File: src/shared/lsau_pkg.sv
package lsau_pkg;

    // operation codes presented by the decode stage
    typedef enum logic [4:0] {
        LSAU_OP_NONE    = 5'h00,
        LSAU_OP_LDW     = 5'h01,
        LSAU_OP_STW     = 5'h02,
        LSAU_OP_LDH_Z   = 5'h03,
        LSAU_OP_LDH_S   = 5'h04,
        LSAU_OP_STH     = 5'h05,
        LSAU_OP_LDB_Z   = 5'h06,
        LSAU_OP_LDB_S   = 5'h07,
        LSAU_OP_STB     = 5'h08,
        LSAU_OP_LDD     = 5'h09,
        LSAU_OP_STD     = 5'h0A,
        LSAU_OP_FLG_RD  = 5'h0B,
        LSAU_OP_FLG_WR  = 5'h0C
    } lsau_op_e;

    // offset formats
    typedef enum logic [1:0] {
        LSAU_OFS_IMM  = 2'h0,
        LSAU_OFS_REG  = 2'h1,
        LSAU_OFS_SCL  = 2'h2
    } lsau_ofs_e;

    // indexing modes
    typedef enum logic [1:0] {
        LSAU_IDX_OFFSET = 2'h0,
        LSAU_IDX_PRE    = 2'h1,
        LSAU_IDX_POST   = 2'h2
    } lsau_idx_e;

    // access sizes on the data port
    localparam logic [1:0] LSAU_SZ_BYTE = 2'h0;
    localparam logic [1:0] LSAU_SZ_HALF = 2'h1;
    localparam logic [1:0] LSAU_SZ_WORD = 2'h2;

    localparam logic [3:0] LSAU_PC_IDX    = 4'hF;
    localparam int         LSAU_FLAG_LSB  = 27;
    localparam int         LSAU_FLAG_W    = 5;
    localparam logic [4:0] LSAU_FLAG_RST  = 5'h00;
    localparam logic [31:0] LSAU_DW_STEP  = 32'h0000_0004;
    localparam logic [31:0] LSAU_ALIGN_HW = 32'hFFFF_FFFE;
    localparam logic [4:0] LSAU_MAX_SHIFT = 5'h03;

    // one decoded instruction
    typedef struct packed {
        lsau_op_e    op;
        lsau_ofs_e   ofs;
        lsau_idx_e   idx;
        logic        add;
        logic        user;
        logic        excl;
        logic [3:0]  rn;
        logic [3:0]  rm;
        logic [3:0]  rt;
        logic [3:0]  rt2;
        logic [4:0]  shamt;
        logic [11:0] imm;
    } lsau_req_s;

    // one memory request
    typedef struct packed {
        logic        valid;
        logic        write;
        logic [31:0] addr;
        logic [1:0]  size;
        logic [3:0]  byte_store_instr;
        logic [31:0] wdata;
        logic        unpriv;
        logic        excl;
    } lsau_mem_s;

    // one register-file write
    typedef struct packed {
        logic        valid;
        logic [3:0]  idx;
        logic [31:0] data;
    } lsau_wb_s;

endpackage

File: src/verilog/lsau_agen.sv
`timescale 1ns/100ps
module lsau_agen
(
    input  wire logic [31:0]        base,
    input  wire logic [31:0]        rm_val,
    input  wire lsau_pkg::lsau_req_s req,
    output logic      [31:0]        mem_addr,
    output logic      [31:0]        wb_addr
);
    import lsau_pkg::*;

    logic [31:0] ofs;
    logic [31:0] sum;

    // offset source: unsigned immediate, register or shifted register
    always_comb
    begin
        case (req.ofs)
            LSAU_OFS_IMM: ofs = {20'h00000, req.imm};
            LSAU_OFS_REG: ofs = rm_val;
            LSAU_OFS_SCL: ofs = rm_val << req.shamt;
            default:      ofs = 32'h0000_0000;
        endcase
    end

    assign sum = req.add ? base + ofs : base - ofs;

    // post-index uses the bare base; write-back always gets the sum
    assign mem_addr = (req.idx == LSAU_IDX_POST) ? base : sum;
    assign wb_addr  = sum;
endmodule

File: src/verilog/lsau_ext.sv
`timescale 1ns/100ps
module lsau_ext
(
    input  wire logic [31:0]     rdata,
    input  wire lsau_pkg::lsau_op_e op,
    output logic      [31:0]     value
);
    import lsau_pkg::*;

    // narrow loads land in the low bits; upper bits zero or sign copies
    always_comb
    begin
        case (op)
            LSAU_OP_LDH_Z: value = {16'h0000, rdata[15:0]};
            LSAU_OP_LDB_Z: value = {24'h000000, rdata[7:0]};
            LSAU_OP_LDH_S: value = {{16{rdata[15]}}, rdata[15:0]};
            LSAU_OP_LDB_S: value = {{24{rdata[7]}}, rdata[7:0]};
            default:       value = rdata;
        endcase
    end
endmodule

File: src/verilog/lsau_top.sv
`timescale 1ns/100ps
module lsau_top
(
    input  wire logic                 clk,
    input  wire logic                 arst_n,
    input  wire logic                 req_valid,
    input  wire lsau_pkg::lsau_req_s  req,
    input  wire logic [31:0]          rn_val,
    input  wire logic [31:0]          rm_val,
    input  wire logic [31:0]          rt_val,
    input  wire logic [31:0]          rt2_val,
    input  wire logic [31:0]          pc_val,
    input  wire logic                 privileged,
    input  wire logic                 mem_ready,
    input  wire logic                 mem_rvalid,
    input  wire logic [31:0]          mem_rdata,
    output logic                      req_ready,
    output lsau_pkg::lsau_mem_s       mem_req,
    output lsau_pkg::lsau_wb_s        wb_data,
    output lsau_pkg::lsau_wb_s        wb_base,
    output logic                      branch_valid,
    output logic [31:0]               branch_target,
    output logic [4:0]                app_flags,
    output logic                      illegal
);
    import lsau_pkg::*;

    typedef enum logic [4:0] {
        LSAU_ST_IDLE  = 5'h01,
        LSAU_ST_REQ   = 5'h02,
        LSAU_ST_WAIT  = 5'h04,
        LSAU_ST_REQ2  = 5'h08,
        LSAU_ST_WAIT2 = 5'h10
    } lsau_st_e;

    lsau_st_e    state_r;
    lsau_st_e    state_nxt;
    lsau_req_s   cur_r;
    logic [31:0] base;
    logic [31:0] mem_addr;
    logic [31:0] wb_addr;
    logic [31:0] ld_value;
    logic [31:0] addr_r;
    logic [31:0] wbaddr_r;
    logic [31:0] st_hi_r;
    logic        is_load;
    logic        is_store;
    logic        is_mem;
    logic        is_dw;
    logic        is_narrow;
    logic        bad;
    logic        take;

    // loads may read the pc as base, stores may not
    assign base = (req.rn == LSAU_PC_IDX) ? pc_val : rn_val;

    assign is_load   = req.op inside {LSAU_OP_LDW, LSAU_OP_LDH_Z, LSAU_OP_LDH_S,
                                      LSAU_OP_LDB_Z, LSAU_OP_LDB_S, LSAU_OP_LDD};
    assign is_store  = req.op inside {LSAU_OP_STW, LSAU_OP_STH, LSAU_OP_STB, LSAU_OP_STD};
    assign is_mem    = is_load | is_store;
    assign is_dw     = req.op inside {LSAU_OP_LDD, LSAU_OP_STD};
    assign is_narrow = req.op inside {LSAU_OP_LDH_S, LSAU_OP_LDB_S};

    // refuse combinations the instruction set does not define
    always_comb
    begin
        bad = 1'b0;
        if (is_store && req.rn == LSAU_PC_IDX)
            bad = 1'b1;
        if (is_mem && req.ofs != LSAU_OFS_IMM && req.rm == LSAU_PC_IDX)
            bad = 1'b1;
        if (is_mem && req.ofs == LSAU_OFS_SCL && req.shamt > LSAU_MAX_SHIFT)
            bad = 1'b1;
        if (is_dw && (req.user || req.excl))
            bad = 1'b1;
        if (is_narrow && req.excl)
            bad = 1'b1;
        if (is_mem && (req.user || req.excl) && req.idx != LSAU_IDX_OFFSET)
            bad = 1'b1;
        if (req.op == LSAU_OP_NONE || req.ofs == 2'h3 || req.idx == 2'h3)
            bad = 1'b1;
    end

    assign take = req_valid && state_r == LSAU_ST_IDLE;

    lsau_agen u_agen
    (
        .base     (base),
        .rm_val   (rm_val),
        .req      (req),
        .mem_addr (mem_addr),
        .wb_addr  (wb_addr)
    );

    lsau_ext u_ext
    (
        .rdata (mem_rdata),
        .op    (cur_r.op),
        .value (ld_value)
    );

    // sequencer: one or two memory beats per instruction
    always_comb
    begin
        state_nxt = state_r;
        case (state_r)
            LSAU_ST_IDLE:  if (take && !bad && is_mem) state_nxt = LSAU_ST_REQ;
            LSAU_ST_REQ:   if (mem_ready) state_nxt = LSAU_ST_WAIT;
            LSAU_ST_WAIT:
                if (mem_rvalid)
                    state_nxt = (cur_r.op inside {LSAU_OP_LDD, LSAU_OP_STD}) ?
                                LSAU_ST_REQ2 : LSAU_ST_IDLE;
            LSAU_ST_REQ2:  if (mem_ready) state_nxt = LSAU_ST_WAIT2;
            LSAU_ST_WAIT2: if (mem_rvalid) state_nxt = LSAU_ST_IDLE;
            default:       state_nxt = LSAU_ST_IDLE;
        endcase
    end

    always_ff @(posedge clk or negedge arst_n)
    begin
        if (!arst_n)
            state_r <= LSAU_ST_IDLE;
        else
            state_r <= state_nxt;
    end

    // capture the instruction and its addresses on acceptance
    always_ff @(posedge clk or negedge arst_n)
    begin
        if (!arst_n)
        begin
            cur_r    <= '0;
            addr_r   <= 32'h0000_0000;
            wbaddr_r <= 32'h0000_0000;
            st_hi_r  <= 32'h0000_0000;
        end
        else if (take)
        begin
            cur_r    <= req;
            addr_r   <= mem_addr;
            wbaddr_r <= wb_addr;
            st_hi_r  <= rt2_val;
        end
    end

    // memory request driven from flops; held until the port accepts it
    always_ff @(posedge clk or negedge arst_n)
    begin
        if (!arst_n)
            mem_req <= '0;
        else if (take && !bad && is_mem)
        begin
            mem_req.valid  <= 1'b1;
            mem_req.write  <= is_store;
            mem_req.addr   <= mem_addr;
            mem_req.excl   <= req.excl;
            // forced-unprivileged only matters while privileged
            mem_req.unpriv <= !privileged || req.user;
            case (req.op)
                LSAU_OP_STB, LSAU_OP_LDB_Z, LSAU_OP_LDB_S:
                begin
                    mem_req.size  <= LSAU_SZ_BYTE;
                    mem_req.byte_store_instr  <= 4'h1 << mem_addr[1:0];
                    mem_req.wdata <= {4{rt_val[7:0]}};
                end
                LSAU_OP_STH, LSAU_OP_LDH_Z, LSAU_OP_LDH_S:
                begin
                    mem_req.size  <= LSAU_SZ_HALF;
                    mem_req.byte_store_instr  <= mem_addr[1] ? 4'hC : 4'h3;
                    mem_req.wdata <= {2{rt_val[15:0]}};
                end
                default:
                begin
                    mem_req.size  <= LSAU_SZ_WORD;
                    mem_req.byte_store_instr  <= 4'hF;
                    mem_req.wdata <= rt_val;
                end
            endcase
            if (is_load)
                mem_req.byte_store_instr <= 4'h0;
        end
        else if (state_r == LSAU_ST_WAIT && mem_rvalid &&
                 cur_r.op inside {LSAU_OP_LDD, LSAU_OP_STD})
        begin
            // second word of a doubleword sits four bytes higher
            mem_req.valid <= 1'b1;
            mem_req.addr  <= addr_r + LSAU_DW_STEP;
            mem_req.wdata <= st_hi_r;
        end
        else if (mem_req.valid && mem_ready)
            mem_req.valid <= 1'b0;
    end

    // data write-back, pc branch and the flags register
    always_ff @(posedge clk or negedge arst_n)
    begin
        if (!arst_n)
        begin
            wb_data       <= '0;
            branch_valid  <= 1'b0;
            branch_target <= 32'h0000_0000;
        end
        else
        begin
            wb_data.valid <= 1'b0;
            branch_valid  <= 1'b0;
            if (take && !bad && req.op == LSAU_OP_FLG_RD)
            begin
                wb_data.valid <= 1'b1;
                wb_data.idx   <= req.rt;
                wb_data.data  <= {app_flags, 27'h0000000};
            end
            else if (mem_rvalid && !mem_req.write &&
                     (state_r == LSAU_ST_WAIT || state_r == LSAU_ST_WAIT2))
            begin
                if (cur_r.op == LSAU_OP_LDW && cur_r.rt == LSAU_PC_IDX)
                begin
                    branch_valid  <= 1'b1;
                    branch_target <= ld_value;
                end
                else
                begin
                    wb_data.valid <= 1'b1;
                    wb_data.idx   <= (state_r == LSAU_ST_WAIT2) ? cur_r.rt2 : cur_r.rt;
                    wb_data.data  <= ld_value;
                end
            end
        end
    end

    always_ff @(posedge clk or negedge arst_n)
    begin
        if (!arst_n)
            app_flags <= LSAU_FLAG_RST;
        else if (take && !bad && req.op == LSAU_OP_FLG_WR)
            app_flags <= rt_val[31:LSAU_FLAG_LSB];
    end

    // base write-back at the end of the access; offset mode never writes
    always_ff @(posedge clk or negedge arst_n)
    begin
        if (!arst_n)
            wb_base <= '0;
        else
        begin
            wb_base.valid <= 1'b0;
            if (mem_rvalid && cur_r.idx != LSAU_IDX_OFFSET &&
                ((state_r == LSAU_ST_WAIT && !(cur_r.op inside {LSAU_OP_LDD, LSAU_OP_STD}))
                 || state_r == LSAU_ST_WAIT2))
            begin
                wb_base.valid <= 1'b1;
                wb_base.idx   <= cur_r.rn;
                wb_base.data  <= wbaddr_r;
            end
        end
    end

    // handshake and decode error outputs
    always_ff @(posedge clk or negedge arst_n)
    begin
        if (!arst_n)
        begin
            req_ready <= 1'b0;
            illegal   <= 1'b0;
        end
        else
        begin
            req_ready <= (state_nxt == LSAU_ST_IDLE);
            illegal   <= take && bad;
        end
    end

    a_flag_write: assert property (@(posedge clk) disable iff (!arst_n)
        take && !bad && req.op == LSAU_OP_FLG_WR |=> app_flags == $past(rt_val[31:27]))
        else $error("flags not written");
    a_flag_read: assert property (@(posedge clk) disable iff (!arst_n)
        take && !bad && req.op == LSAU_OP_FLG_RD |=> wb_data.valid)
        else $error("flags read missing");
    a_pc_branch: assert property (@(posedge clk) disable iff (!arst_n)
        branch_valid |-> !wb_data.valid)
        else $error("pc load wrote register");
    a_byte_strobe: assert property (@(posedge clk) disable iff (!arst_n)
        mem_req.valid && mem_req.write && mem_req.size == LSAU_SZ_BYTE
        |-> $onehot(mem_req.byte_store_instr))
        else $error("byte store strobe wrong");
    a_post_addr: assert property (@(posedge clk) disable iff (!arst_n)
        take && !bad && is_mem && req.idx == LSAU_IDX_POST |=> mem_req.addr == $past(base))
        else $error("post index address wrong");
    a_offset_nowb: assert property (@(posedge clk) disable iff (!arst_n)
        wb_base.valid |-> $past(cur_r.idx) != LSAU_IDX_OFFSET)
        else $error("offset mode wrote base");
    a_unpriv_req: assert property (@(posedge clk) disable iff (!arst_n)
        take && !bad && is_mem && req.user |=> mem_req.unpriv)
        else $error("forced unprivileged lost");
    a_illegal_flag: assert property (@(posedge clk) disable iff (!arst_n)
        take && bad |=> illegal && !mem_req.valid)
        else $error("illegal not flagged");
    a_dw_second: assert property (@(posedge clk) disable iff (!arst_n)
        state_r == LSAU_ST_WAIT && mem_rvalid && cur_r.op == LSAU_OP_LDD
        |=> mem_req.valid && mem_req.addr == addr_r + 32'h4)
        else $error("second word missing");

    c_load: cover property (@(posedge clk) branch_valid);
    c_dword: cover property (@(posedge clk) state_r == LSAU_ST_WAIT2 && mem_rvalid);
    c_pre: cover property (@(posedge clk) wb_base.valid);
    c_illegal: cover property (@(posedge clk) illegal);
endmodule

File: config.mk
export PLATFORM = sky130hd
export DESIGN_NAME = lsau_top
export DESIGN_NICKNAME = d
export VERILOG_FILES = /design/src/shared/lsau_pkg.sv /design/src/verilog/lsau_agen.sv /design/src/verilog/lsau_ext.sv /design/src/verilog/lsau_top.sv
export SDC_FILE = /design/constraint.sdc
export NUM_CORES = 1
export LEC_CHECK = 0
export ABC_AREA = 0
export ABC_CLOCK_PERIOD_IN_PS = 3120
export BUFFER_PORTS_ARGS = -buffer_cell sky130_fd_sc_hd__buf_2
export CAP_MARGIN = 20
export CORE_UTILIZATION = 55
export DETAILED_ROUTE_END_ITERATION = 8
export PLACE_DENSITY = 0.81
export SETUP_SLACK_MARGIN = 0.15
export SKIP_CTS_REPAIR_TIMING = 1
export SLEW_MARGIN = 20
export SYNTH_ARGS = -nofsm -noshare
export SYNTH_HDL_FRONTEND = slang
export SYNTH_SLANG_ARGS = --single-unit
File: constraint.sdc
create_clock -name clk -period 3.12 [get_ports clk]
set_clock_uncertainty 0.1 [all_clocks]
set_input_delay 0.78 -clock clk [delete_from_list [all_inputs] [get_ports clk]]
set_output_delay 0.78 -clock clk [all_outputs]
set_load 0.02 [all_outputs]
# Word-level counts from Yosys, hierarchy flattened
# Index checks and enable logic that the tools add are counted.
[word_totals]
ram_bits = 0
latch_bits = 0
input_bits = 243
elab_cells = 158
romBits = 0
ff_bits = 308
memories = 0
[op_classes]
bitwise_logic = 2
n_mul = 0
muxes = 37
n_addsub = 3
reduce_logical = 51
order_cmp = 1
div_mod_pow = 0
n_eq_ne = 34
shift = 2
[op_table]
columns = ["op", "count"]
rows = [
  ["2-to-1 mux 32 bit", 7],
  ["2-to-1 mux 37 bit", 4],
  ["case mux 32 bit (4 select lines)", 1],
  ["case mux 32 bit (3 select lines)", 1],
  ["case mux 38 bit (2 select lines)", 1],
  ["equality test 5 x 3 -> 1 bit (second input constant)", 8],
  ["equality test 5 x 4 -> 1 bit (second input constant)", 8],
  ["adder 32 x 3 -> 32 bit (second input constant)", 1],
  ["adder 32 bit", 1],
  ["left shift 32 x 5 -> 32 bit", 1],
  ["subtractor 32 bit", 1],
  ["2-to-1 mux 5 bit", 5],
  ["case mux 5 bit (5 select lines)", 1],
  ["logical AND 1 bit", 24],
  ["equality test 5 x 1 -> 1 bit (second input constant)", 4],
  ["equality test 5 x 2 -> 1 bit (second input constant)", 4],
  ["2-to-1 mux 4 bit", 4],
  ["nonzero test 2 bit", 8],
  ["2-to-1 mux 1 bit", 13],
  ["equality test 4 bit (second input constant)", 3],
  ["equality test 2 bit (second input constant)", 4],
  ["logical OR 1 bit", 6],
  ["nonzero test 6 bit", 1],
  ["OR reduction 3 bit", 2],
  ["14 further kinds", 17],
]

# Depth between registers and ports, before layout
# Gate-level depths: netlist of the first run.
[logic_depth]
ltp_word = 17
mapped_depth = 29

# By module
# A second synthesis of the first run with hierarchy kept.
[unflattened]
hier_cells = 1847
hier_area_um2 = 19074.5
[by_module_without_submodules]
columns = ["mod", "cells_each", "area_each_um2", "seq_area_each_um2", "n_inst"]
rows = [
  ["lsau_top", 1124, 13584.3, 7708.6, 1],
  ["lsau_agen", 680, 5158.7, 0.0, 1],
  ["lsau_ext", 43, 331.6, 0.0, 1],
]

# Least setup slack after synthesis of the first run
# Ideal clock, no wire load.
[synth_timing]
path_type = "input to register"
start = "in req[38] in the netlist's numbering"
end = "reg mem_req[67] in the netlist's numbering"
required_time_ns = 2.894
path_stages = 25
n_path_buf = 4
slack_ns = -2.759
arrival_ns = 5.653
cell_sequence = "buf_2 buf_2 nor2b_1 clkbuf_1 clkbuf_1 inv_1 o31ai_1 a22oi_1 ha_1 and3_1 and3_1 nor3b_1 a21oi_1 xor2_1 ha_1 a21o_1 a21o_1 a21o_1 a311oi_1 a21o_1 nand2_1 a31oi_1 o21ai_0 a31o_2 a221o_1"
[synth_via]
elab_chain_len = 13
word_cells_on_any_way = 27
[synth_rtl]
columns = ["item", "line", "rtl"]
rows = [
  ["start: declaration", "lsau_top.sv:7", "input wire lsau_pkg::lsau_req_s req,"],
  ["parallel branches: the longest is 13 deep, another holds subtractor 32 bit", "n/a", ""],
  ["end: declaration", "lsau_top.sv:18", "output lsau_pkg::lsau_mem_s mem_req,"],
]
# Several ways; the timed one is not identified.
# A chain may end at the register's enable or synchronous reset.

# Final worst setup path of the first run
[layout_timing]
start = "in req[12] in the netlist's numbering"
end = "reg mem_req[67] in the netlist's numbering"
[layout_via]
elab_chain_len = 11
word_cells_on_any_way = 18
[layout_rtl]
columns = ["item"]
rows = [
  ["parallel branches: the longest is 11 deep, another holds subtractor 32 bit"],
]
# Several ways; the timed one is not identified.

==> results.toml, run 1 <==
[run_status]
status = "complete, but fails checks"
violations = "negative hold slack, negative setup slack"

[yosys]
synth_cell_type_count = 89
synth_edf_count = 0
ys_seq_elements = 308
syn_area_mm2 = 0.0187
synth-main-ff-cell = "dfrtp_1"
ys_seq_area_share_pct = 41.3
syn_inst = 2055
synth_fp_nets = 2334
synthTopCellsByArea = "dfrtp_1 41%, nand2_1 9.2%, mux2_2 5.2%, mux2i_1 3.9%, mux4_2 3.1%"
synth_top_area_share_pct = 41.2
synth.avg_cell_area_um2 = 9.08
synth_top_area_cell = "dfrtp_1"
yosys_warnings = 0
synthArstFlopShare_pct = 100

[place]
numPortBuffers = 430
hpwl_mm = 53.0
place.gp.congestion = 0.987
dpl_cell_area_mm2 = 0.0246

[detailed_routing]
final_antenna_net_count = 0
drc = 0
via_per_inst = 6.17
routed_wl_mm = 73.9
first_iter_violations = 1716
drtPass1Iterations = 6
wl_per_cell_um = 22.2
routed-via-count = 20600

[timing]
setup_viol = 94
whs_ps = -13.7
setup_ws_ps = -1900
finalCritPeriodShare_pct = 161
drv_slew = 0
worstMarginPinSlew_ps = 931
final.setup.tns_ps = -114970
rsz0062_at_grt = "yes"
fmax_ghz = 0.199
maxSlewHeadroom_pct = 38.0
final_hold_viol_count = 15
period_needed_ps = 5020

[critical_path]
cp.arrival_ps = 5370
worstSetupStartpointType = "primary input"
crit_fanout = 6
r2r-end = "mem_req[70]"
r2r_start = "addr_r[2]"
endpoint_kind = "register"
cp.required_ps = 3460
slowest_stage = "mux4_2"
startpoint = "req[12]"
worstRegToRegCells = 11
cp_cell_sequence = "buf_12, mux4_2, o2bb2ai_2, a21o_1, a2111oi_4, buf_4, and3_4, nor3b_4, buf_4, a21oi_2, xor2_1, ha_1, a21o_1, a21o_1, a21o_1, a311oi_2, a21o_1, nand2_2, a31oi_4, o21ai_2, a31o_2, a221o_1"
slowest_delay_ps = 530
critPathKind = "primary input to register"
r2r_slack_ps = 200
crit_top_cell = "a21o_1"

[global_routing]
grtUsageTotal_pct = 39.4
grt_start_max_net_pins = 83
grt_pass1_vias = 19200
grt_pass1_wl_mm = 105
antenna_found_initial = 7
grt_overflow_total = 0

[pwr]
ir_drop_uv = 618
leakagePower_nw = 13.6
p_per_area_mw_per_mm2 = 643

[floorplanning]
die_h_um = 186
rows = 67
ios = 431
core-area_mm2 = 0.0334
start_util_pct = 55.8
die-area_mm2 = 0.0347
dieWidth_um = 186

[clocking]
cts.sinks = 308
cts_tree = "done"
root_buffer = "clkbuf_16"
clk_latency_ps = 570
cts_buffers = 31
cts_max_level = 1
cts.path.max_buffers = 3
clk_pin_slew_ps = 60

[finish]
seq_area_mm2 = 0.00771
most-common-layout-cells = "436 x nand2_1, 423 x buf_2, 407 x buf_4, 307 x dfrtp_1, 140 x nor2_1"
multi_input_area_mm2 = 0.0117
layout_commonest_cell = "nand2_1"
layout-drive-gt1-share_pct = 45.3
fin_area_mm2 = 0.0272
syn_to_final_growth_pct = 46.0
nFillCells = 2061
nNetsFinal = 3136

[flow_run]
drv_cap = 0

[hold_path]
hold_path.class = "primary input to async pin"
## cell families after synthesis
group,count (synthesis),synth area share (%)
adder cells (fa/ha/maj),36,2.45
multiplexers,190,12.8
AND/OR/NAND/NOR,811,18.9
flip-flops,308,41.3
AO/OA/AOI/OAI,468,17.2
buffers and inverters,161,3.53
XOR/XNOR,81,3.80
## critical path, delay by kind of cell
| family | cells | cell delay, ps |
|---|---|---|
| buffers and inverters | 3 | 440 |
| AOI/OAI and AO/OA | 13 | 2610 |
| adders and majority gates | 1 | 320 |
| and+or+nand+nor | 3 | 530 |
| muxes | 1 | 530 |
| xor gates and xnor gates | 1 | 150 |
## stage by stage
step	std cells	power, mW	worst slack [ps]	util, %
4_1_cts	3272	16.4	-2130	76.5
2_1_floorplan	2055	9.72	-2180	-
3_3_place_gp	3216	12.4	-2590	73.4
6_report	3333	17.5	-1900	81.4
5_1_grt	3333	18.3	-2070	81.4
3_5_place_dp	3216	12.6	-2730	73.4
## synth_stat cells, drive strengths merged, types with 6 or more instances
library cell / n
dfrtp: 307
a221o: 48
o21ai: 107
a221oi: 8
o31ai: 8
nand4: 17
o21a: 9
nand2b: 15
mux2i: 73
nand3: 38
xnor2: 55
nor4: 7
nand3b: 6
inv: 35
mux2: 88
ha: 35
nor2: 156
mux4: 29
xor2: 26
and3: 28
a22oi: 34
a211oi: 27
a22o: 12
and2: 13
a21oi: 105
nand2: 458
nor2b: 12
o22ai: 9
or3: 8
a31oi: 15
clkbuf: 101
o211ai: 15
a21o: 18
nor3: 35
buf: 22
## final cells by class
cell class / instances / share of cell area [%]
Tap cell: 448 / 2.06
Antenna cell: 5 / 0.0459
Multi-Input combinational cell: 1587 / 42.9
Clock buffer: 42 / 3.22
Timing Repair Buffer: 891 / 22.5
Sequential cell: 308 / 28.3
Inverter: 38 / 0.524
Clock inverter: 14 / 0.478
## flip-flops by register name, indices dropped and copies added (netlist names), 5 cells and up
name	flops
mem_req	74
wb_base	37
wb_data	37
addr_r	32
branch_target	32
st_hi_r	32
wbaddr_r	32
cur_r	19
app_flags	5
state_r	5
## metal layers
| metal | vias to the layer above | track usage (%) | share of wire (%) |
|---|---|---|---|
| li1 | 8975 | - | - |
| met1 | 9964 | 47.3 | 36 |
| met2 | 1277 | 66.2 | 48 |
| met3 | 346 | 6.97 | 8.7 |
| met4 | 4 | 24.1 | 6.8 |
| met5 | - | 0 | 0.037 |
## power breakdown
part / leakage [nW] / internal (mW) / switching, mW / total, mW
Clock: 0.503 / 2.13 / 1.61 / 3.74
Sequential: 3.97 / 5.23 / 0.950 / 6.18
Combinational: 9.15 / 3.34 / 4.24 / 7.58
## worst max path at each step
stage	to	slack [ps]
after global placement	wbaddr_r[31]	-2590
after detailed placement	wbaddr_r[31]	-2730
final	mem_req[67]	-1900
after global routing	wbaddr_r[31]	-2070
after CTS	wbaddr_r[31]	-2130
after floorplan	wbaddr_r[31]	-2180
No activity file was read; power rests on OpenSTA's default activity.
==> inputs of run 2 (changes only) <==
- ABC_CLOCK_PERIOD_IN_PS: 3120 -> 5400
- clock period: 3.12 -> 5.4 ns (I/O delays scaled with it)
==> results.toml, run 2 (same netlist as run 1, synthesis figures left out) <==
[floorplanning]
die_h_um = 186
rows = 67
die-area_mm2 = 0.0347
dieWidth_um = 186
ios = 431
core-area_mm2 = 0.0334
start_util_pct = 55.8

[detailed_routing]
routed_wl_mm = 70.0
final_antenna_net_count = 0
wl_per_cell_um = 21.7
met1_length_mm = 25.7
wl_met3_mm = 6.53
routed-via-count = 19700
drtPass1Iterations = 5
highest_layer = "met5"
first_iter_violations = 1915
wl_met2_mm = 32.6
drc = 0
via_per_inst = 6.09

[clocking]
cts_buffers = 34
cts_max_level = 2
clk_latency_ps = 520
clk_pin_slew_ps = 60
cts.path.max_buffers = 3
cts.sinks = 308
cts_tree = "done"
root_buffer = "clkbuf_16"

[timing]
final_hold_viol_count = 0
period_needed_ps = 5740
fmax_ghz = 0.174
rsz0062_at_grt = "yes"
finalCritPeriodShare_pct = 106
worstMarginPinSlew_ps = 1010
final.setup.tns_ps = -5640
setup_viol = 37
setup_ws_ps = -337
drv_slew = 0
maxSlewHeadroom_pct = 32.2

[critical_path]
r2r-end = "mem_req[69]"
cp.arrival_ps = 6040
crit_fanout = 5
startpoint = "req[12]"
endpoint_kind = "register"
slowest_delay_ps = 530
critPathKind = "primary input to register"
cp.required_ps = 5700
crit_buf_inv = 6
worstRegToRegCells = 11
worstSetupStartpointType = "primary input"
crit_path_end = "mem_req[60]"
slowest_stage = "mux4_2"
crit_top_cell = "buf_4"
r2r_slack_ps = 1860
r2r_start = "state_r[4]"
cp_cell_sequence = "buf_8, mux4_2, o2bb2ai_4, a21o_1, a2111oi_4, buf_4, and3_4, nor3b_4, buf_4, a21oi_2, xor2_1, ha_1, buf_4, buf_6, nand2_8, nor3_4, nand4_1, a31oi_4, o21bai_1, a21boi_1, mux2i_2, buf_4, a21oi_1, a211o_1"
critPathTopFamily = "compound AO/OA/AOI/OAI gates"
crit_cells = 24

[run_status]
violations = "negative setup slack"
status = "complete, but fails checks"

[finish]
nNetsFinal = 3036
nFillCells = 2364
layout_commonest_cell = "nand2_1"
largest_reg_flops = 74
most-common-layout-cells = "450 x nand2_1, 424 x buf_2, 340 x buf_4, 307 x dfrtp_1, 148 x nor2_1"
layout.core_utilization_pct = 76.0
regMostFlops = "mem_req"
top_regs = "mem_req x74, wb_base x37, wb_data x37"
syn_to_final_growth_pct = 36.2
seq_area_mm2 = 0.00771
finalNonFillerCells = 3233
fin_area_mm2 = 0.0254
multi_input_area_mm2 = 0.0109
layout-drive-gt1-share_pct = 39.1

[place]
place.gp.congestion = 1.01
dpl_cell_area_mm2 = 0.0237
hpwl_mm = 51.9
dp_cells = 3141
numPortBuffers = 430

[global_routing]
grt_pass1_wl_mm = 103
antenna_found_initial = 5
grt_start_max_net_pins = 124
grt_pass1_vias = 18900
grt_overflow_total = 0
grtUsageTotal_pct = 39.0

[pwr]
ir_drop_uv = 322
p_per_area_mw_per_mm2 = 382
total_power_mw = 9.70
leakagePower_nw = 12.9

[hold_path]
hold_path.class = "register to register"

[flow_run]
drv_cap = 0
[run 2: cell count changes in the layout (fill, tap and decap cells not counted), moves of 16 or more]
cell | before | now
buf_12 | 24 | 8
buf_4 | 407 | 340
o21ai_0 | 47 | 76
a21oi_1 | 73 | 92
o21ai_1 | 48 | 22
a211oi_2 | 23 | 1
a211oi_1 | 4 | 26
[run 2: layer usage]
layer	up-vias	GRT usage, %
li1	8760	-
met1	9432	46.1
met2	1175	63.6
met3	316	8.88
met4	4	26.2
met5	-	0.714
[run 2: tightest hold or removal path, delay by kind of cell (launching register included)]
family,cells,cell delay [ps]
DFF,1,330
and+or+nand+nor,2,100
[run 2: metrics by stage]
stage	hold slack (ps)	setup WS (ps)
finish	368	-337
global route	395	-473
CTS	374	-296
detailed placement	357	-828
global placement	354	-748
floorplan	340	-470
[run 2: worst min-delay path by stage]
stage | cells past startpoint | endpoint | start
3_3_place_gp | 2 | branch_target[3] | branch_target[3]
2_1_floorplan | 2 | cur_r[29] | cur_r[29]
6_report | 2 | wbaddr_r[6] | wbaddr_r[6]
3_5_place_dp | 2 | branch_target[1] | branch_target[1]
4_1_cts | 2 | wbaddr_r[6] | wbaddr_r[6]
5_1_grt | 2 | st_hi_r[8] | st_hi_r[8]
[run 2: cell type report]
cell class / instances / area share, %
Multi-Input combinational cell: 1586 / 43.0
Timing Repair Buffer: 789 / 19.8
Clock inverter: 10 / 0.226
Antenna cell: 6 / 0.0591
Sequential cell: 308 / 30.3
Inverter: 38 / 0.561
Tap cell: 448 / 2.20
Clock buffer: 48 / 3.87
[run 2: power by group]
part	total (mW)	switching, mW	internal [mW]	leakage (nW)
combinational	3.92	2.24	1.68	8.38
sequential	3.57	0.543	3.03	3.97
clock	2.21	0.936	1.27	0.523
